## config.mk

```make
export PLATFORM = sky130hd
export DESIGN_NAME = bsc_top
export DESIGN_NICKNAME = d
export VERILOG_FILES = /design/src/hw/bsc_pkg.sv /design/src/hw/bsc_top.sv
export SDC_FILE = /design/constraint.sdc
export NUM_CORES = 1
export LEC_CHECK = 0
export BUFFER_PORTS_ARGS = -buffer_cell sky130_fd_sc_hd__buf_4
export CORE_UTILIZATION = 25
export CTS_CLUSTER_DIAMETER = 200
export DETAILED_ROUTE_END_ITERATION = 7
export GPL_TIMING_DRIVEN = 0
export PLACE_DENSITY = 0.5
export SYNTH_ARGS = -nofsm -noshare
export SYNTH_HDL_FRONTEND = slang
export SYNTH_SLANG_ARGS = --single-unit
```

## constraint.sdc

```tcl
create_clock -name ref_clk_i -period 13.8 [get_ports ref_clk_i]
set_input_delay 4.14 -clock ref_clk_i [delete_from_list [all_inputs] [get_ports ref_clk_i]]
set_output_delay 4.14 -clock ref_clk_i [all_outputs]
set_load 0.05 [all_outputs]
```

## src/hw/bsc_pkg.sv

```systemverilog
// Constants, bus carriers and state layout for the buck supervisor block.
package bsc_pkg;
  localparam int NBUCK = 5;
  localparam int NLDO = 5;
  localparam int NRAIL = NBUCK + NLDO;
  localparam int NDVS = 3;
  localparam int VW = 7;
  localparam int AW = 8;
  // Clock and timing figures as printed, cycle counts derived from them.
  localparam int CLK_NS = 40;
  localparam int QUAL_NS = 155000;
  localparam int QUAL_CYC = (QUAL_NS + CLK_NS - 1) / CLK_NS;
  localparam int STARTUP_NS = 2000000;
  localparam int STARTUP_CYC = (STARTUP_NS + CLK_NS - 1) / CLK_NS;
  localparam int SLOPE_UV_PER_US = 2500;
  localparam int STEP_UV = 10000;
  localparam int STEP_NS = STEP_UV * 1000 / SLOPE_UV_PER_US;
  localparam int STEP_CYC = STEP_NS / CLK_NS;
  localparam int FB_KHZ = 2200;
  localparam int SAT_LO_KHZ = 1700;
  localparam int SAT_HI_KHZ = 2700;
  localparam logic [5:0] PER_FB = 6'(1000000 / (FB_KHZ * CLK_NS));
  localparam logic [5:0] PER_LO = 6'(1000000 / (SAT_LO_KHZ * CLK_NS));
  localparam logic [5:0] PER_HI = 6'(1000000 / (SAT_HI_KHZ * CLK_NS));
  localparam logic [5:0] NOCLK_CYC = 6'(2 * PER_LO);
  localparam logic [2:0] ADC_CUR_CH = 3'h4;
  // Register byte offsets.
  localparam logic [AW-1:0] OFS_CTRL = 8'h00;
  localparam logic [AW-1:0] OFS_BSHORT = 8'h04;
  localparam logic [AW-1:0] OFS_LSHORT = 8'h08;
  localparam logic [AW-1:0] OFS_MASKA = 8'h0C;
  localparam logic [AW-1:0] OFS_MASKB = 8'h10;
  localparam logic [AW-1:0] OFS_DVS = 8'h14;
  localparam logic [AW-1:0] OFS_STAT = 8'h18;
  localparam logic [AW-1:0] OFS_PRIM = 8'h20;
  localparam logic [AW-1:0] OFS_ALT = 8'h40;
  localparam logic [AW-1:0] REG_STRIDE = 8'h04;
  // Field positions.
  localparam int CTRL_ECO = 0;
  localparam int CTRL_INCL = 5;
  localparam int CTRL_IRQM = 6;
  localparam int CTRL_MON = 8;
  localparam int DVS_PINEN = 0;
  localparam int DVS_ASG = 3;
  localparam int DVS_CMD = 9;
  localparam int ST_PG = 0;
  localparam int ST_SUM = 1;
  localparam int ST_CLK = 2;
  localparam int ST_SHED = 3;
  localparam int ST_PER = 8;
  // Synchroniser vector positions.
  localparam int AS_SYNC = 0;
  localparam int AS_PIN = 1;
  localparam int AS_SHORT = 4;
  localparam int AS_VWIN = 14;
  localparam int AS_LIGHT = 19;
  localparam int AS_W = 20;
  // Reset values and bus response codes.
  localparam logic [NBUCK-1:0] MASKA_RST = 5'h1E;
  localparam logic [1:0] MASKB_RST = 2'h0;
  localparam logic [VW-1:0] VCODE_RST = 7'h00;
  localparam logic [1:0] RESP_OKAY = 2'h0;
  localparam logic [1:0] RESP_DECERR = 2'h3;

  typedef enum logic [1:0] {
    BSC_PIN_NONE,
    BSC_PIN_SLEEP,
    BSC_PIN_ENA,
    BSC_PIN_ENB
  } bsc_pin_e;

  typedef struct packed {
    logic awvalid;
    logic [AW-1:0] awaddr;
    logic wvalid;
    logic [31:0] wdata;
    logic [3:0] wstrb;
    logic bready;
    logic arvalid;
    logic [AW-1:0] araddr;
    logic rready;
  } bsc_axi_req_s;

  typedef struct packed {
    logic awready;
    logic wready;
    logic bvalid;
    logic [1:0] bresp;
    logic arready;
    logic rvalid;
    logic [31:0] rdata;
    logic [1:0] rresp;
  } bsc_axi_rsp_s;

  typedef struct packed {
    logic [AS_W-1:0] as1;
    logic [AS_W-1:0] as2;
    logic sync_prev;
    logic [5:0] per_cnt;
    logic [5:0] per;
    logic [5:0] ph;
    logic [5:0] rc;
    logic clk_ok;
    logic [NBUCK-1:0] sw_clk;
    logic [NBUCK-1:0] eco;
    logic incl;
    logic irqm;
    logic [2:0] mon_sel;
    logic [NBUCK-1:0] mask_a;
    logic [1:0] mask_b;
    logic [NDVS-1:0] pin_en;
    logic [NDVS-1:0][1:0] pin_asg;
    logic [NDVS-1:0] cmd;
    logic [NBUCK-1:0][VW-1:0] prim;
    logic [NDVS-1:0][VW-1:0] alt;
    logic [NBUCK-1:0] bflag;
    logic [NLDO-1:0] lflag;
    logic [NRAIL-1:0][11:0] qcnt;
    logic [16:0] su_cnt;
    logic su_mask;
    logic [NRAIL-1:0] act_prev;
    logic [NBUCK-1:0][VW-1:0] cur;
    logic [NDVS-1:0][6:0] stp;
    logic irq;
    logic pg;
    logic [NBUCK-1:0] buck_off;
    logic [NLDO-1:0] ldo_off;
    logic [2:0] cm_sel;
    logic [2:0] cm_ch;
    logic shed;
    bsc_axi_rsp_s rsp;
    logic aw_got;
    logic w_got;
    logic [AW-1:0] awaddr;
    logic [31:0] wdata;
    logic [3:0] wstrb;
  } bsc_state_s;
endpackage

```

## src/hw/bsc_top.sv

```systemverilog
// Buck supervisor: switching clocks, short handling, power good and DVS.
`timescale 1ns/1ps
module bsc_top #(
  parameter int STARTUP_CYCLES = bsc_pkg::STARTUP_CYC
) (
  input wire logic ref_clk_i,
  input wire logic srst_i,
  input wire bsc_pkg::bsc_axi_req_s axi_req_i,
  output bsc_pkg::bsc_axi_rsp_s axi_rsp_o,
  input wire logic switching_sync_in_i,
  input wire logic sleep_request_pin_i,
  input wire logic enable_pin_a_i,
  input wire logic enable_pin_b_i,
  input wire logic [bsc_pkg::NBUCK-1:0] buck_short_i,
  input wire logic [bsc_pkg::NLDO-1:0] linear_short_i,
  input wire logic [bsc_pkg::NBUCK-1:0] vwin_ok_i,
  input wire logic light_load_i,
  input wire logic [bsc_pkg::NRAIL-1:0] rail_active_i,
  input wire logic dev_enable_i,
  input wire logic dual_phase_i,
  input wire logic adc_cur_ok_i,
  output logic [bsc_pkg::NBUCK-1:0] sw_clk_o,
  output logic short_irq_o,
  output logic rails_ok_o,
  output logic [bsc_pkg::NBUCK-1:0] buck_off_o,
  output logic [bsc_pkg::NLDO-1:0] linear_off_o,
  output logic [bsc_pkg::NBUCK-1:0][bsc_pkg::VW-1:0] rail_code_o,
  output logic [2:0] cur_meas_sel_o,
  output logic [2:0] cur_meas_ch_o,
  output logic phase_shed_o
);
  localparam logic [16:0] SU_LAST = 17'(STARTUP_CYCLES - 1);
  localparam logic [11:0] QUAL_LAST = 12'(bsc_pkg::QUAL_CYC - 1);
  localparam logic [6:0] STEP_LAST = 7'(bsc_pkg::STEP_CYC - 1);

  bsc_pkg::bsc_state_s s_r;
  bsc_pkg::bsc_state_s s_nxt;

  function automatic logic [31:0] wmerge(input logic [31:0] old,
                                         input logic [31:0] wd,
                                         input logic [3:0] strb);
    logic [31:0] r;
    r = old;
    for (int b = 0; b < 4; b++) begin
      if (strb[b]) begin
        r[8*b +: 8] = wd[8*b +: 8];
      end
    end
    return r;
  endfunction

  // Returns the register image at an address; bit 32 flags a hit.
  function automatic logic [32:0] rd_reg(input bsc_pkg::bsc_state_s s,
                                         input logic [bsc_pkg::AW-1:0] a);
    logic [32:0] r;
    r = '0;
    r[32] = 1'b1;
    case (a)
      bsc_pkg::OFS_CTRL: begin
        r[bsc_pkg::CTRL_ECO +: bsc_pkg::NBUCK] = s.eco;
        r[bsc_pkg::CTRL_INCL] = s.incl;
        r[bsc_pkg::CTRL_IRQM] = s.irqm;
        r[bsc_pkg::CTRL_MON +: 3] = s.mon_sel;
      end
      bsc_pkg::OFS_BSHORT: r[bsc_pkg::NBUCK-1:0] = s.bflag;
      bsc_pkg::OFS_LSHORT: r[bsc_pkg::NLDO-1:0] = s.lflag;
      bsc_pkg::OFS_MASKA: r[bsc_pkg::NBUCK-1:0] = s.mask_a;
      bsc_pkg::OFS_MASKB: r[1:0] = s.mask_b;
      bsc_pkg::OFS_DVS: begin
        r[bsc_pkg::DVS_PINEN +: bsc_pkg::NDVS] = s.pin_en;
        r[bsc_pkg::DVS_ASG +: 2*bsc_pkg::NDVS] = s.pin_asg;
        r[bsc_pkg::DVS_CMD +: bsc_pkg::NDVS] = s.cmd;
      end
      bsc_pkg::OFS_STAT: begin
        r[bsc_pkg::ST_PG] = s.pg;
        r[bsc_pkg::ST_SUM] = s.su_mask;
        r[bsc_pkg::ST_CLK] = s.clk_ok;
        r[bsc_pkg::ST_SHED] = s.shed;
        r[bsc_pkg::ST_PER +: 6] = s.per;
      end
      default: begin
        r[32] = 1'b0;
        for (int i = 0; i < bsc_pkg::NBUCK; i++) begin
          if (a == bsc_pkg::OFS_PRIM + 8'(i) * bsc_pkg::REG_STRIDE) begin
            r[bsc_pkg::VW-1:0] = s.prim[i];
            r[32] = 1'b1;
          end
        end
        for (int i = 0; i < bsc_pkg::NDVS; i++) begin
          if (a == bsc_pkg::OFS_ALT + 8'(i) * bsc_pkg::REG_STRIDE) begin
            r[bsc_pkg::VW-1:0] = s.alt[i];
            r[32] = 1'b1;
          end
        end
      end
    endcase
    return r;
  endfunction

  always_comb begin
    logic edge_seen;
    logic [5:0] off;
    logic [6:0] p;
    logic [bsc_pkg::NRAIL-1:0] sh;
    logic [bsc_pkg::NRAIL-1:0] set_v;
    logic ar_hs;
    logic clr_b;
    logic clr_l;
    logic sel_alt;
    logic lvl;
    logic [bsc_pkg::VW-1:0] tgt;
    logic [bsc_pkg::NBUCK-1:0] vzero;
    logic [bsc_pkg::NBUCK-1:0] ramping;
    logic [bsc_pkg::NBUCK-1:0] good;
    logic [32:0] rd;
    logic [31:0] wv;
    logic [2:0] ms;
    edge_seen = 1'b0;
    off = '0;
    p = '0;
    sh = '0;
    set_v = '0;
    ar_hs = 1'b0;
    clr_b = 1'b0;
    clr_l = 1'b0;
    sel_alt = 1'b0;
    lvl = 1'b0;
    tgt = '0;
    vzero = '0;
    ramping = '0;
    good = '0;
    rd = '0;
    wv = '0;
    ms = '0;
    s_nxt = s_r;
    // Pins and analog comparator levels pass two flip-flops first.
    s_nxt.as1 = {light_load_i, vwin_ok_i, linear_short_i, buck_short_i,
                 enable_pin_b_i, enable_pin_a_i, sleep_request_pin_i,
                 switching_sync_in_i};
    s_nxt.as2 = s_r.as1;
    s_nxt.sync_prev = s_r.as2[bsc_pkg::AS_SYNC];
    // Period measurement of the sync input, clamped to the lock range.
    edge_seen = s_r.as2[bsc_pkg::AS_SYNC] & ~s_r.sync_prev;
    if (edge_seen) begin
      s_nxt.per_cnt = 6'h01;
      s_nxt.clk_ok = s_r.per_cnt < bsc_pkg::NOCLK_CYC;
      if (s_r.per_cnt >= bsc_pkg::NOCLK_CYC) begin
        s_nxt.per = bsc_pkg::PER_FB;
      end else if (s_r.per_cnt < bsc_pkg::PER_HI) begin
        s_nxt.per = bsc_pkg::PER_HI;
      end else if (s_r.per_cnt > bsc_pkg::PER_LO) begin
        s_nxt.per = bsc_pkg::PER_LO;
      end else begin
        s_nxt.per = s_r.per_cnt;
      end
    end else if (s_r.per_cnt >= bsc_pkg::NOCLK_CYC) begin
      s_nxt.clk_ok = 1'b0;
      s_nxt.per = bsc_pkg::PER_FB;
    end else begin
      s_nxt.per_cnt = s_r.per_cnt + 6'h01;
    end
    s_nxt.ph = (s_r.ph >= s_r.per - 6'h01) ? '0 : s_r.ph + 6'h01;
    s_nxt.rc = (s_r.rc >= bsc_pkg::PER_FB - 6'h01) ? '0 : s_r.rc + 6'h01;
    s_nxt.shed = dual_phase_i & s_r.as2[bsc_pkg::AS_LIGHT];
    for (int i = 0; i < bsc_pkg::NBUCK; i++) begin
      // Rail 1 sits in antiphase to rail 0 when the pair is combined.
      if (dual_phase_i && i == 1) begin
        off = s_r.per >> 1;
      end else begin
        off = 6'((int'(s_r.per) * i) / bsc_pkg::NBUCK);
      end
      p = 7'(s_r.ph) + 7'(off);
      if (p >= 7'(s_r.per)) begin
        p = p - 7'(s_r.per);
      end
      if (s_r.eco[i]) begin
        s_nxt.sw_clk[i] = s_r.rc < (bsc_pkg::PER_FB >> 1);
      end else begin
        s_nxt.sw_clk[i] = p < 7'(s_r.per >> 1);
      end
      if (i == 1 && s_nxt.shed) begin
        s_nxt.sw_clk[i] = 1'b0;
      end
    end
    // Short qualification per rail, bucks first then linear rails.
    sh = s_r.as2[bsc_pkg::AS_SHORT +: bsc_pkg::NRAIL];
    for (int i = 0; i < bsc_pkg::NRAIL; i++) begin
      if (sh[i] && rail_active_i[i]) begin
        set_v[i] = s_r.qcnt[i] == QUAL_LAST;
        s_nxt.qcnt[i] = set_v[i] ? s_r.qcnt[i] : s_r.qcnt[i] + 12'h001;
      end else begin
        s_nxt.qcnt[i] = '0;
      end
    end
    // Startup mask restarts on any rail becoming active.
    s_nxt.act_prev = rail_active_i;
    if (!dev_enable_i || (|(rail_active_i & ~s_r.act_prev))) begin
      s_nxt.su_cnt = '0;
    end else if (s_r.su_cnt != SU_LAST) begin
      s_nxt.su_cnt = s_r.su_cnt + 17'h00001;
    end
    s_nxt.su_mask = s_nxt.su_cnt != SU_LAST;
    // Register reads; clear-on-read loses to a new short.
    ar_hs = axi_req_i.arvalid & s_r.rsp.arready;
    clr_b = ar_hs && axi_req_i.araddr == bsc_pkg::OFS_BSHORT;
    clr_l = ar_hs && axi_req_i.araddr == bsc_pkg::OFS_LSHORT;
    s_nxt.bflag = set_v[bsc_pkg::NBUCK-1:0] |
                  (s_r.bflag & {bsc_pkg::NBUCK{~clr_b}});
    s_nxt.lflag = set_v[bsc_pkg::NRAIL-1:bsc_pkg::NBUCK] |
                  (s_r.lflag & {bsc_pkg::NLDO{~clr_l}});
    s_nxt.irq = |(s_r.bflag | s_r.lflag) & ~s_r.irqm;
    if (ar_hs) begin
      rd = rd_reg(s_r, axi_req_i.araddr);
      s_nxt.rsp.rvalid = 1'b1;
      s_nxt.rsp.rdata = rd[31:0];
      s_nxt.rsp.rresp = rd[32] ? bsc_pkg::RESP_OKAY : bsc_pkg::RESP_DECERR;
    end else if (s_r.rsp.rvalid && axi_req_i.rready) begin
      s_nxt.rsp.rvalid = 1'b0;
    end
    s_nxt.rsp.arready = ~s_nxt.rsp.rvalid;
    // Voltage target selection and DVS ramp on the capable rails.
    for (int i = 0; i < bsc_pkg::NDVS; i++) begin
      case (bsc_pkg::bsc_pin_e'(s_r.pin_asg[i]))
        bsc_pkg::BSC_PIN_SLEEP: lvl = s_r.as2[bsc_pkg::AS_PIN];
        bsc_pkg::BSC_PIN_ENA: lvl = s_r.as2[bsc_pkg::AS_PIN + 1];
        bsc_pkg::BSC_PIN_ENB: lvl = s_r.as2[bsc_pkg::AS_PIN + 2];
        default: lvl = 1'b1;
      endcase
      if (s_r.pin_en[i] && s_r.pin_asg[i] != bsc_pkg::BSC_PIN_NONE) begin
        sel_alt = ~lvl;
      end else begin
        sel_alt = s_r.cmd[i];
      end
      tgt = sel_alt ? s_r.alt[i] : s_r.prim[i];
      vzero[i] = tgt == '0;
      ramping[i] = s_r.cur[i] != tgt;
      if (!ramping[i] || vzero[i]) begin
        s_nxt.stp[i] = '0;
      end else if (s_r.stp[i] != STEP_LAST) begin
        s_nxt.stp[i] = s_r.stp[i] + 7'h01;
      end else begin
        s_nxt.stp[i] = '0;
        s_nxt.cur[i] = (s_r.cur[i] < tgt) ? s_r.cur[i] + 7'h01
                                          : s_r.cur[i] - 7'h01;
      end
    end
    // Rails without DVS jump straight to the primary code.
    for (int i = bsc_pkg::NDVS; i < bsc_pkg::NBUCK; i++) begin
      s_nxt.cur[i] = s_r.prim[i];
      vzero[i] = s_r.prim[i] == '0;
    end
    s_nxt.buck_off = (s_r.bflag & {bsc_pkg::NBUCK{~s_r.su_mask}}) |
                     vzero;
    s_nxt.ldo_off = s_r.lflag & {bsc_pkg::NLDO{~s_r.su_mask}};
    // Power good aggregation over unmasked sources.
    for (int i = 0; i < bsc_pkg::NBUCK; i++) begin
      good[i] = s_r.mask_a[i] || (dual_phase_i && i == 1) ||
                (~sh[i] && (s_r.mask_b[0] ||
                 s_r.as2[bsc_pkg::AS_VWIN + i] || ramping[i]));
    end
    s_nxt.pg = (&good) & (~s_r.incl | adc_cur_ok_i);
    // Current measurement only makes sense on a PWM rail.
    ms = s_r.mon_sel;
    if (ms != '0 && ms <= 3'(bsc_pkg::NBUCK) && !s_r.eco[ms - 3'h1]) begin
      s_nxt.cm_sel = ms;
      s_nxt.cm_ch = bsc_pkg::ADC_CUR_CH;
    end else begin
      s_nxt.cm_sel = '0;
      s_nxt.cm_ch = '0;
    end
    // Write path: address and data are taken in either order.
    if (axi_req_i.awvalid && s_r.rsp.awready) begin
      s_nxt.aw_got = 1'b1;
      s_nxt.awaddr = axi_req_i.awaddr;
    end
    if (axi_req_i.wvalid && s_r.rsp.wready) begin
      s_nxt.w_got = 1'b1;
      s_nxt.wdata = axi_req_i.wdata;
      s_nxt.wstrb = axi_req_i.wstrb;
    end
    if (s_r.rsp.bvalid && axi_req_i.bready) begin
      s_nxt.rsp.bvalid = 1'b0;
    end
    if (s_r.aw_got && s_r.w_got && !s_r.rsp.bvalid) begin
      rd = rd_reg(s_r, s_r.awaddr);
      wv = wmerge(rd[31:0], s_r.wdata, s_r.wstrb);
      s_nxt.aw_got = 1'b0;
      s_nxt.w_got = 1'b0;
      s_nxt.rsp.bvalid = 1'b1;
      s_nxt.rsp.bresp = rd[32] ? bsc_pkg::RESP_OKAY : bsc_pkg::RESP_DECERR;
      case (s_r.awaddr)
        bsc_pkg::OFS_CTRL: begin
          s_nxt.eco = wv[bsc_pkg::CTRL_ECO +: bsc_pkg::NBUCK];
          s_nxt.incl = wv[bsc_pkg::CTRL_INCL];
          s_nxt.irqm = wv[bsc_pkg::CTRL_IRQM];
          s_nxt.mon_sel = wv[bsc_pkg::CTRL_MON +: 3];
        end
        bsc_pkg::OFS_MASKA: s_nxt.mask_a = wv[bsc_pkg::NBUCK-1:0];
        bsc_pkg::OFS_MASKB: s_nxt.mask_b = wv[1:0];
        bsc_pkg::OFS_DVS: begin
          s_nxt.pin_en = wv[bsc_pkg::DVS_PINEN +: bsc_pkg::NDVS];
          s_nxt.pin_asg = wv[bsc_pkg::DVS_ASG +: 2*bsc_pkg::NDVS];
          s_nxt.cmd = wv[bsc_pkg::DVS_CMD +: bsc_pkg::NDVS];
        end
        default: begin
          for (int i = 0; i < bsc_pkg::NBUCK; i++) begin
            if (s_r.awaddr == bsc_pkg::OFS_PRIM +
                8'(i) * bsc_pkg::REG_STRIDE) begin
              s_nxt.prim[i] = wv[bsc_pkg::VW-1:0];
            end
          end
          for (int i = 0; i < bsc_pkg::NDVS; i++) begin
            if (s_r.awaddr == bsc_pkg::OFS_ALT +
                8'(i) * bsc_pkg::REG_STRIDE) begin
              s_nxt.alt[i] = wv[bsc_pkg::VW-1:0];
            end
          end
        end
      endcase
    end
    s_nxt.rsp.awready = ~s_nxt.aw_got;
    s_nxt.rsp.wready = ~s_nxt.w_got;
    if (srst_i) begin
      s_nxt = '0;
      s_nxt.per = bsc_pkg::PER_FB;
      s_nxt.mask_a = bsc_pkg::MASKA_RST;
      s_nxt.mask_b = bsc_pkg::MASKB_RST;
      s_nxt.prim = {bsc_pkg::NBUCK{bsc_pkg::VCODE_RST}};
      s_nxt.cur = {bsc_pkg::NBUCK{bsc_pkg::VCODE_RST}};
      s_nxt.su_mask = 1'b1;
    end
  end

  always_ff @(posedge ref_clk_i) begin
    s_r <= s_nxt;
  end

  assign axi_rsp_o = s_r.rsp;
  assign sw_clk_o = s_r.sw_clk;
  assign short_irq_o = s_r.irq;
  assign rails_ok_o = s_r.pg;
  assign buck_off_o = s_r.buck_off;
  assign linear_off_o = s_r.ldo_off;
  assign rail_code_o = s_r.cur;
  assign cur_meas_sel_o = s_r.cm_sel;
  assign cur_meas_ch_o = s_r.cm_ch;
  assign phase_shed_o = s_r.shed;

  // Checks sit beside the logic; they watch registered state plus the bus request, rail_active_i and dev_enable_i inputs.
  logic ar_hs_w;
  assign ar_hs_w = axi_req_i.arvalid && s_r.rsp.arready &&
                   axi_req_i.araddr == bsc_pkg::OFS_BSHORT;
endmodule

```

* After elaboration in Yosys (flattened, before gate mapping)
Cells that the tools add are included.
** Cells by class
- $add $sub $neg :: 34
- Multipliers :: 1
- Div/mod/pow operators :: 4
- Order comparisons :: 22
- Eq/ne operators :: 58
- Multiplexer cells :: 107
- Bitwise operators :: 51
- Reduce and logical (&&, ||, !) cells :: 110
** Operators by type and width (number)
- 7-bit two-way mux :: 27
- 12-bit by 1-bit adder with 12-bit output (second input constant) :: 10
- 12-bit equality test (second input constant) :: 10
- 8-bit by 6-bit equality test with 1-bit output (second input constant) :: 10
- 2-bit one-hot mux with 7 select lines :: 4
- 1-bit two-way mux :: 49
- 8-bit by 5-bit equality test with 1-bit output (second input constant) :: 6
- 8-bit by 7-bit equality test with 1-bit output (second input constant) :: 6
- 7-bit by 1-bit adder with 7-bit output (second input constant) :: 6
- 7-bit zero test :: 5
- 7-bit by 5-bit less-than comparator with 1-bit output :: 5
- 1-bit NOT :: 35
- 17-bit two-way mux :: 2
- 17-bit by 16-bit != test with 1-bit output (second input constant) :: 2
- 2-bit OR reduction :: 17
- 32-bit by 4-bit divider with 32-bit output (second input constant) :: 1
- 7-bit by 4-bit divider with 32-bit output (second input constant) :: 1
- 8-bit by 4-bit divider with 32-bit output (second input constant) :: 1
- 9-bit by 4-bit divider with 32-bit output (second input constant) :: 1
- 8-bit by 4-bit equality test with 1-bit output (second input constant) :: 4
- 6-bit two-way mux :: 5
- 3-bit AND reduction :: 10
- 6-bit by 6-bit adder with 7-bit output :: 4
- 7-bit by 6-bit >= comparator with 1-bit output :: 4
- other kinds (53) :: 162
** Storage, ports and cells
- Bits in registers :: 436
- Input bits :: 92
- Output and inout bits :: 100
- Logic and storage cells :: 462

* Longest topological paths before layout
Gate-level depths: netlist of run 1.
- Depth after elaboration :: 13
- Depth in mapped cells :: 54
- Gate-level depth less buffers :: 48

* Worst setup path before layout of run 1
No wires, ideal clock.
- Path kind :: register to register
- Start point :: register s_r[425] (netlist name)
- End point :: register s_r, in the netlist sw_clk_o[3]
- Library setup time :: 0.068 ns
- Arrival :: 10.644 ns
- Data required time :: 13.732 ns
- Setup slack :: 3.088 ns
- Stages on the path, launching flop included :: 52
- Path buffers :: 7
- Clock period less this slack :: 10.712 ns
- Cells stage by stage :: dfxtp_1 -> clkbuf_1 -> inv_1 -> clkbuf_1 -> clkbuf_1 -> ha_1 -> clkbuf_1 -> nor2b_1 -> o31a_1 -> buf_2 -> xor2_1 -> a221o_1 -> inv_1 -> ha_1 -> nor2b_1 -> clkbuf_1 -> o21ai_0 -> a31o_2 -> [16 not listed] -> o22ai_1 -> o2111ai_1 -> ha_1 -> inv_1 -> fa_1 -> inv_1 -> a21oi_1 -> o21bai_1 -> xor2_1 -> ha_1 -> and4_1 -> a311o_1 -> nor2_1 -> mux2_2 -> ha_1 -> a2111oi_0 -> a32oi_1 -> nor2_1
** On the way
- Longest elaborated chain between the ends :: 7
- Elaborated cells on any way between the ends :: 8
- Classes of those cells :: add/sub: 2; mul: 1; div: 1; order compare: 2; mux: 2
** RTL lines
- start, declared :: line bsc_top.sv:36 : bsc_pkg::bsc_state_s s_r;
- start signal, assigned :: line bsc_top.sv:335 : s_r <= s_nxt;
- 6-bit by 2-bit multiplier with 8-bit output :: line bsc_top.sv:170 : off = 6'((int'(s_r.per) * i) / bsc_pkg::NBUCK);
- 32-bit by 4-bit divider with 32-bit output :: line bsc_top.sv:170
- 6-bit by 6-bit adder with 7-bit output :: line bsc_top.sv:172 : p = 7'(s_r.ph) + 7'(off);
- 7-bit by 6-bit subtractor with 7-bit output / 7-bit by 6-bit >= comparator with 1-bit output (equally long branches) :: line bsc_top.sv:174, bsc_top.sv:173
- 7-bit two-way mux :: line bsc_top.sv:173 : if (p >= 7'(s_r.per)) begin
- 7-bit by 5-bit less-than comparator with 1-bit output (*) :: line bsc_top.sv:179 : s_nxt.sw_clk[i] = p < 7'(s_r.per >> 1);
- 1-bit two-way mux (*) :: line bsc_top.sv:176 : if (s_r.eco[i]) begin
Every way passes the cells marked *; elsewhere a longest branch is shown, timed or not.
A chain may end at the register's enable or synchronous reset.

* Worst setup path after layout of run 1
Same ends and word-level chain as after synthesis.

==> run_results.csv, run 1 <==
group,metric,value,unit
critical_path,arrival,13.49,ns
logic_synthesis,synthFlopType,"dfxtp_1",
logic_synthesis,async_reset_ff_share,0,%
placed_design,port_buffers,147,
logic_synthesis,avgSynthCellArea,8.09,sq um
placed_design,dpl_cell_area,0.0298,sq mm
route,ant_nets,0,
logic_synthesis,synth_top_area_share,32.2,%
power,p_per_area,112,mW/mm^2
route,dr.pass1.iters,6,
floorplanning,ios,192,
power,p_total,3550,uW
placed_design,routabilityCongestion,0.976,
clocking,cts_made_buffers,51,
global_route,antenna_found_initial,6,
critical_path,r2r-start,"s_r[425]",
global_route,overflow,0,
timing,worst_pin_slew,1.37,ns
min_path,hp-class,"flip-flop to flip-flop",
floorplanning,die-area,0.109,sq mm
critical_path,cp_slowest_cell,"dfxtp_1",
finish,final_core_util,29.9,%
power,leakage,0.0123,uW
timing,rsz0062_at_grt,"false",
timing,finalCritPeriodShare,94.0,%
logic_synthesis,yosysTopAreaCell,"dfxtp_1",
route,wl_per_cell,17.9,um
timing,drv_slew,0,
clocking,clk_latency,0.63,ns
floorplanning,fp.dieW,330,um
timing,finClkSkew,0.0471,ns
floorplanning,start_util,25.3,%
timing,fmax,77.1,MHz
timing,fin_ws,0.824,ns
logic_synthesis,synthesis.area,0.0268,sq mm
timing,tns,0,ns
clocking,cts_setup_buffers,0,
critical_path,worst_ep_required_time,14.31,ns
global_route,grt_max_degree,25,
logic_synthesis,ys_types,98,
finish,drive_above_1_share,11.5,%
timing,setup_violations,0,
placed_design,place_ws,-0.0281,ns
clocking,cts.sinks,432,
route,drt_iter0_drc,1829,
global_route,grt_pass1_wl,135000,um
finish,fin_area,0.0316,sq mm
finish,nets,3824,
logic_synthesis,yosys_warnings,0,
finish,syn_to_final_growth,17.9,%
global_route,grt_use_total,15.9,%
logic_synthesis,syn-instance-count,3319,
route,drc,0,
critical_path,crit_path_start_kind,"flip-flop",
route,via_per_inst,4.89,
run,drv_cap,0,
timing,finalHoldViolCount,0,
critical_path,end_kind,"flip-flop",
floorplanning,placementRows,119,
clocking,cts_tree,"yes",
logic_synthesis,ys_ff_latch,432,
logic_synthesis,synth_area_leaders,"dfxtp_1 32%, ha_1 8.3%, nor2_1 5.6%",
clocking,cts-root-buf,"clkbuf_16",
critical_path,critical-path-max-stage-delay,0.53,ns
critical_path,worstSetupPathType,"flip-flop to flip-flop",
critical_path,critPathLaunch,"s_r[425]",
logic_synthesis,synth_edf_count,0,
floorplanning,fp.dieH,330,um
global_route,grt_pass1_vias,22200,
critical_path,crit_fanout,24,
clocking,clk_pin_slew,0.06,ns
clocking,hold_buffers,0,
route,routed_wl,89000,um
clocking,clock_path_buffers,3,
clocking,cts_htree_levels,2,
power,peakVddDrop,0.0000830,V
route,vias,24300,
status,status,"finished, final reports clean",
logic_synthesis,ys_seq_area_share,32.2,%
placed_design,hpwl,68100,um
floorplanning,core_area,0.106,sq mm
timing,period_minus_slack,12.98,ns
min_path,min_from,"s_r[466]",
timing,max_slew_margin,8.47,%
## kinds of logic (layout without fill, tap and decap cells)
family / Yosys count / in the layout / share of synthesized area [%]
compound gates: 711 / 711 / 17.3
xor+xnor: 219 / 219 / 7.15
fa+ha+maj: 193 / 193 / 9.34
buf+inv: 347 / 590 / 6.33
flops: 432 / 432 / 32.2
mux: 118 / 118 / 4.53
other cells: 1 / 25 / 0.0140
simple gates: 1298 / 1298 / 23.1
## flip-flops by register name, summed over array words and instances, names as in the netlist, 3 cells and up
name            count
s_r               354
rail_code_o        35
axi_rsp_o          21
buck_off_o          5
linear_off_o        5
sw_clk_o            5
cur_meas_sel_o      3
## path summary, 6_finish.rpt
| kind | slack (ns) | cells past startpoint | to |
|---|---|---|---|
| max | 0.82 | 51 | sw_clk_o[3] |
| min | 0.44 | 1 | s_r[446] |
| max reg2reg | 0.82 | 51 | sw_clk_o[3] |
| min reg2reg | 0.44 | 1 | s_r[446] |
## metrics by stage
step           cells  hold WS, ns
5_1_grt         4975        0.447
4_1_cts         4974        0.439
3_3_place_gp    4878        0.415
6_report        4977        0.436
3_5_place_dp    4879        0.421
2_1_floorplan   3340        0.410
## synth_stat cells (13+ instances only)
library cell,instances
a211oi_1,44
a21o_1,51
a21oi_1,229
a221oi_1,23
a22oi_1,19
a31oi_1,18
and2_1,30
and3_1,21
buf_4,98
clkbuf_1,115
dfxtp_1,432
fa_1,13
ha_1,178
inv_1,110
mux2_2,18
mux2i_1,99
nand2_1,327
nand2b_1,38
nand3_1,139
nand3b_1,19
nand4_1,56
nor2_1,402
nor2b_1,86
nor3_1,65
nor4_1,26
o211ai_1,28
o21a_1,13
o21ai_0,131
o21bai_1,18
o22ai_1,13
or3_1,24
xnor2_1,123
xor2_1,96
## critical path, delay by kind of cell, from the launching register on
family / cells / cell delay, ns
AOI/OAI and AO/OA: 15 / 3.26
buffers and inverters: 12 / 2.83
muxes: 2 / 0.63
and+or+nand+nor: 12 / 2.57
xor gates and xnor gates: 2 / 0.70
adders and majority gates: 8 / 2.33
DFF: 1 / 0.53
## cells in the final DEF (no fill, tap or decap), drive strengths merged, types with 21 or more instances in the layout
| cell type | n |
|---|---|
| xnor2 | 123 |
| nor2b | 86 |
| nor4 | 27 |
| conb | 22 |
| a211oi | 46 |
| and3 | 21 |
| a21o | 51 |
| a21oi | 232 |
| o211ai | 32 |
| nand2 | 327 |
| dfxtp | 432 |
| o21ai | 138 |
| buf | 266 |
| inv | 115 |
| a221oi | 23 |
| ha | 178 |
| nand3 | 139 |
| or3 | 24 |
| nor2 | 402 |
| xor2 | 96 |
| nand4 | 56 |
| nor3 | 65 |
| mux2i | 99 |
| and2 | 32 |
| nand2b | 38 |
| clkbuf | 183 |
## power by group
part | internal (uW) | total [uW] | switching, uW
Sequential | 1270 | 1290 | 19.8
Combinational | 332 | 798 | 466
Clock | 867 | 1470 | 599
## area by class of cell
| type | instances | area (sq um) |
|---|---|---|
| tap | 1391 | 1740 |
| clock inverter | 27 | 392 |
| buffer | 233 | 1270 |
| antenna | 3 | 7.51 |
| timing repair buffer | 148 | 1110 |
| inverter | 114 | 429 |
| sequential | 432 | 8650 |
| multi-input combinational | 2561 | 16600 |
| clock buffer | 68 | 1460 |
| fill | 11400 | 74200 |
## metal layers
| layer | GRT usage, % | wire (um) |
|---|---|---|
| met1 | 23.0 | 43000 |
| met2 | 24.1 | 37900 |
| met3 | 2.46 | 5830 |
| met4 | 4.42 | 2320 |
| met5 | 0 | 12 |
## repair_timing
action / 4_1_cts / 5_1_grt
setup endpoints to repair: 1 / 1
pin swaps: 0 / 0
gates resized for setup: 1 / 4
Power figures use the tool's default switching activity.
==> run 2, diff against run 1 <==
- ABC_AREA: not set -> 1
==> run 2 against run 1 <==
  * Sequential power about the same
  * Largest power group unchanged
  * Critical path type unchanged
  * Sequential cell count unchanged
  * Total power down 1.7%
  * First-iteration DRC count up 15%
==> run_results.csv, run 2 <==
group,metric,value,unit
status,status,"finished, final reports clean",
timing,setup_violations,0,
logic_synthesis,synth_area_leaders,"dfxtp_1 32%, inv_1 8.5%, nand2_1 8.4%",
critical_path,rr_endpoint,"sw_clk_o[3]",
logic_synthesis,yosys_warnings,0,
placed_design,place_ws,3.43,ns
clocking,cts_tree,"yes",
power,peakVddDrop,0.0000844,V
route,dr.pass1.iters,6,
clocking,cts_made_buffers,50,
timing,finClkSkew,0.0425,ns
route,wl_per_cell,16.1,um
clocking,clock_path_buffers,3,
critical_path,cp_slowest_cell,"clkinv_1",
critical_path,crit_path_start_kind,"flip-flop",
clocking,clk_latency,0.63,ns
floorplanning,ios,192,
critical_path,worst_ep_required_time,14.33,ns
logic_synthesis,ys_ff_latch,432,
floorplanning,die-area,0.110,sq mm
placed_design,routabilityCongestion,0.929,
critical_path,crit_fanout,21,
floorplanning,fp.dieW,332,um
timing,tns,0,ns
global_route,grt_max_degree,25,
clocking,hold_buffers,0,
floorplanning,core_area,0.108,sq mm
floorplanning,fp.dieH,332,um
clocking,cts_setup_buffers,0,
placed_design,dpl_cell_area,0.0302,sq mm
logic_synthesis,synthesis.area,0.0272,sq mm
global_route,grt_pass1_vias,24200,
global_route,grt_pass1_wl,139000,um
finish,final_cell_mix,"619 x inv_1, 609 x nand2_1, 453 x nor2_1, 432 x dfxtp_1, 362 x o21ai_0",
finish,largest-register,"s_r",
critical_path,critical-path-max-stage-delay,1.28,ns
route,vias,26100,
route,routed_wl,90300,um
logic_synthesis,synthFlopType,"dfxtp_1",
critical_path,worstSetupPathType,"flip-flop to flip-flop",
logic_synthesis,synth_edf_count,0,
critical_path,rr_worst_depth,57,
clocking,post_cts_resized,0,
logic_synthesis,synth_top_area_share,31.7,%
logic_synthesis,ys_types,66,
clocking,cts-root-buf,"clkbuf_16",
finish,syn_to_final_growth,17.4,%
route,drt_iter0_drc,2097,
finish,fin_area,0.0320,sq mm
logic_synthesis,async_reset_ff_share,0,%
timing,worst_pin_slew,1.39,ns
min_path,hold_depth,2,
finish,largest_register_ffs,354,
clocking,cts.sinks,432,
timing,whs,0.401,ns
min_path,hp-class,"flip-flop to flip-flop",
timing,finalHoldViolCount,0,
power,p_per_area,109,mW/mm^2
critical_path,critPathLaunch,"s_r[424]",
clocking,cts_htree_levels,2,
power,leakage,0.0139,uW
critical_path,end_kind,"flip-flop",
timing,drv_slew,0,
timing,period_minus_slack,10.43,ns
global_route,antenna_found_initial,4,
logic_synthesis,yosysTopAreaCell,"dfxtp_1",
critical_path,r2r_slack,3.37,ns
route,via_per_inst,4.65,
route,ant_nets,0,
route,drc,0,
critical_path,arrival,10.96,ns
timing,max_slew_margin,6.26,%
logic_synthesis,synth_most_common_cell,"inv_1",
global_route,overflow,0,
finish,nets,4450,
finish,fillers,11900,
critical_path,r2r-start,"s_r[424]",
finish,fin_cells,5615,
timing,fmax,95.9,MHz
timing,finalCritPeriodShare,75.6,%
clocking,clk_pin_slew,0.07,ns
finish,layout_commonest_cell,"inv_1",
timing,rsz0062_at_grt,"false",
logic_synthesis,syn-instance-count,3946,
logic_synthesis,synthTopCellsByCount,"619 x inv_1, 609 x nand2_1, 453 x nor2_1, 432 x dfxtp_1, 362 x o21ai_0",
placed_design,placed_cells,5518,
floorplanning,start_util,25.3,%
finish,drive_above_1_share,11.2,%
run,drv_cap,0,
global_route,grt_use_total,16.0,%
timing,fin_ws,3.37,ns
critical_path,crit_end,"sw_clk_o[3]",
logic_synthesis,avgSynthCellArea,6.90,sq um
placed_design,hpwl,69900,um
critical_path,critPathMostFrequentCell,"nand2_1",
floorplanning,placementRows,120,
logic_synthesis,ys_seq_area_share,31.7,%
placed_design,port_buffers,148,
-- run 2: changes by cell type after synthesis, moves of 86 or more --
cell / before / now
mux2i_1: 99 / 5
nor2b_1: 86 / 0
nand2_1: 327 / 609
a21oi_1: 229 / 345
o21ai_0: 131 / 362
inv_1: 110 / 619
-- run 2: worst min path at each step --
stage / from / endpoint / slack, ns
6_report: s_r[467] / s_r[447] / 0.40
5_1_grt: s_r[466] / s_r[446] / 0.41
4_1_cts: s_r[460] / s_r[440] / 0.39
3_5_place_dp: s_r[467] / s_r[447] / 0.39
3_3_place_gp: s_r[472] / s_r[452] / 0.39
2_1_floorplan: s_r[456] / s_r[436] / 0.39
-- run 2: cells by family after synthesis --
logic type               share of synthesized area (%)
other                                           0.0138
adder cells (fa/ha/maj)                           9.13
AND/OR/NAND/NOR                                   25.7
flip-flops                                        31.7
multiplexers                                     0.184
AO/OA/AOI/OAI                                     17.7
buffers and inverters                             12.6
XOR/XNOR                                          2.86
-- run 2: critical path: cells and delay by family (launching register included) --
kind	cells	cell delay (ns)
XOR/XNOR	1	0.17
AND/OR/NAND/NOR	31	3.48
adder cells (fa/ha/maj)	7	2.56
AO/OA/AOI/OAI	8	1.10
buffers and inverters	10	1.99
flip-flops	1	1.02
-- run 2: cell type report --
type | count | area [sq um] | share of cell area, %
multi-input combinational | 2723 | 15200 | 47.6
timing repair buffer | 148 | 1110 | 3.47
tap | 1403 | 1760 | 5.49
inverter | 648 | 2440 | 7.62
antenna | 3 | 7.51 | 0.0235
clock buffer | 69 | 1450 | 4.54
sequential | 432 | 8650 | 27.0
clock inverter | 25 | 348 | 1.09
buffer | 164 | 1000 | 3.14
-- run 2: per-layer routing --
metal / GRT usage [%] / part of all wire, % / vias to the layer above
li1: - / - / 13300
met1: 22.9 / 49 / 12000
met2: 24.5 / 42 / 716
met3: 2.74 / 6.8 / 121
met4: 4.11 / 2.4 / 6
met5: 0 / 0.040 / -
-- run 2: per-stage QoR --
step | util [%] | total power [uW]
global route | 29.8 | 3680
CTS | 29.8 | 3530
finish | 29.8 | 3490
floorplan | - | 1850
detailed placement | 28.1 | 2060
global placement | 28.1 | 2050
-- run 2: report_power, final --
| part | total (uW) | internal (uW) | switching [uW] | leakage, uW |
|---|---|---|---|---|
| combinational | 739 | 261 | 477 | 0.00953 |
| sequential | 1300 | 1270 | 26.6 | 0.00350 |
| clock | 1460 | 856 | 599 | 0.000887 |
==> run 3, diff against run 2 <==
- ABC_AREA: 1 -> 0
- PLACE_DENSITY: 0.5 -> 0.51
- clock period: 13.8 -> 8.4 ns (I/O delays scaled with it)
==> run 3 against run 2 <==
  * The flow now finishes with violations (setup timing)
  * Sequential cell count stayed put
  * Clock skew decreased by 0.0024 ns
  * Clock power rose by 49%
  * Critical endpoint unchanged
==> run_results.csv, run 3 (synthesis results as in run 1) <==
group,metric,value,unit
finish,nets,3890,
clocking,cts-root-buf,"clkbuf_16",
placed_design,port_buffers,147,
status,status,"finished, violations left",
route,wl_per_cell,17.9,um
placed_design,hpwl,68100,um
critical_path,crit_fanout,7,
clocking,clock_path_buffers,3,
route,drc,0,
timing,max_slew_margin,16.8,%
critical_path,worstSetupPathType,"flip-flop to flip-flop",
clocking,clk_latency,0.62,ns
route,vias,24700,
finish,final_cell_mix,"426 x dfxtp_1, 390 x nor2_1, 327 x nand2_1, 321 x buf_4, 225 x a21oi_1",
timing,period_minus_slack,9.09,ns
floorplanning,placementRows,119,
timing,rsz0062_at_grt,"true",
finish,largest_register_ffs,354,
global_route,grt_pass1_wl,137000,um
clocking,cts_htree_levels,2,
timing,setup_violations,2,
finish,syn_to_final_growth,22.1,%
timing,drv_slew,0,
critical_path,critical-path-max-stage-delay,0.44,ns
global_route,grt_max_degree,20,
floorplanning,die-area,0.109,sq mm
finish,drive_above_1_share,15.9,%
route,ant_nets,0,
timing,fin_ws,-0.690,ns
placed_design,routabilityCongestion,0.951,
timing,finalHoldViolCount,0,
global_route,grt_pass1_vias,23100,
finish,fillers,11400,
route,routed_wl,90100,um
run,drv_cap,0,
global_route,overflow,0,
floorplanning,fp.dieH,330,um
critical_path,arrival,9.59,ns
clocking,cts.sinks,432,
min_path,hp-class,"flip-flop to flip-flop",
timing,fmax,110,MHz
floorplanning,start_util,25.3,%
floorplanning,fp.dieW,330,um
critical_path,cp_slowest_cell,"a221o_2",
critical_path,worst_ep_required_time,8.90,ns
finish,fin_cells,5037,
global_route,grt_use_total,16.1,%
floorplanning,core_area,0.106,sq mm
power,leakage,0.0127,uW
route,dr.pass1.iters,5,
clocking,clk_pin_slew,0.07,ns
global_route,antenna_found_initial,8,
floorplanning,ios,192,
timing,worst_pin_slew,1.24,ns
placed_design,placed_cells,4878,
critical_path,end_kind,"flip-flop",
power,p_per_area,179,mW/mm^2
timing,finalCritPeriodShare,108,%
route,via_per_inst,4.91,
clocking,cts_tree,"yes",
critical_path,crit_path_start_kind,"flip-flop",
critical_path,critPathMostFrequentCell,"nor2_4",
clocking,cts_made_buffers,48,
status,violations,"setup timing",
timing,whs,0.431,ns
timing,finClkSkew,0.0402,ns
power,peakVddDrop,0.000155,V
clocking,hold_buffers,0,
finish,largest-register,"s_r",
critical_path,r2r_slack,-0.69,ns
route,drt_iter0_drc,1788,
finish,layout_commonest_cell,"dfxtp_1",
## run 3: worst max-delay path: cells and delay by family (launching register included)
family	cells	cell delay (ns)
muxes	2	0.47
DFF	1	0.37
buffers and inverters	8	0.71
xor gates and xnor gates	2	0.40
adders and majority gates	8	1.97
AOI/OAI and AO/OA	16	3.11
and+or+nand+nor	13	1.95
## run 3: path summary, 6_finish.rpt
check             startpoint          end  cells after the start
setup / recovery    s_r[425]  sw_clk_o[3]                     49
hold / removal      s_r[475]     s_r[455]                      1
setup reg to reg    s_r[425]  sw_clk_o[3]                     49
hold reg to reg     s_r[475]     s_r[455]                      1
## run 3: layout make-up
cell class | instances | area, sq um | area share (%)
Clock inverter | 21 | 229 | 0.699
Inverter | 114 | 490 | 1.50
Clock buffer | 67 | 1410 | 4.31
Timing Repair Buffer | 225 | 1710 | 5.21
Buffer | 225 | 1360 | 4.14
Sequential cell | 432 | 8670 | 26.4
Tap cell | 1391 | 1740 | 5.31
Antenna cell | 1 | 2.50 | 0.00764
Multi-Input combinational cell | 2561 | 17200 | 52.4
## run 3: power breakdown
group / switching (uW) / internal [uW] / total [uW]
clock: 919 / 1250 / 2170
combinational: 843 / 719 / 1560
sequential: 36.6 / 2080 / 2120
total: 1800 / 4050 / 5850
## run 3: metal layers
metal	up-vias	global-route usage, %	wire length, um
li1	12200	-	-
met1	11600	22.4	41500
met2	815	25.4	39500
met3	149	2.88	6590
met4	6	4.80	2530
met5	-	0	40
## run 3: what timing repair did
item / in CTS / in global routing
cloned: 1 / 0
pin swaps: 43 / 37
resized for setup: 80 / 58
endpoints found under the setup margin: 4 / 4
setup buffers: 51 / 26
## run 3: per-stage QoR
stage	worst slack [ns]	util [%]	cell area (sq um)	TNS (ns)	total power (uW)
4_1_cts	-0.706	30.6	32400	-1.31	5850
3_5_place_dp	-2.53	28.4	30000	-6.64	3550
3_3_place_gp	-2.51	28.3	30000	-6.78	3540
5_1_grt	-1.14	30.9	32800	-2.19	6170
6_report	-0.690	30.9	32800	-1.11	5850
2_1_floorplan	-0.675	-	27200	-0.675	3220
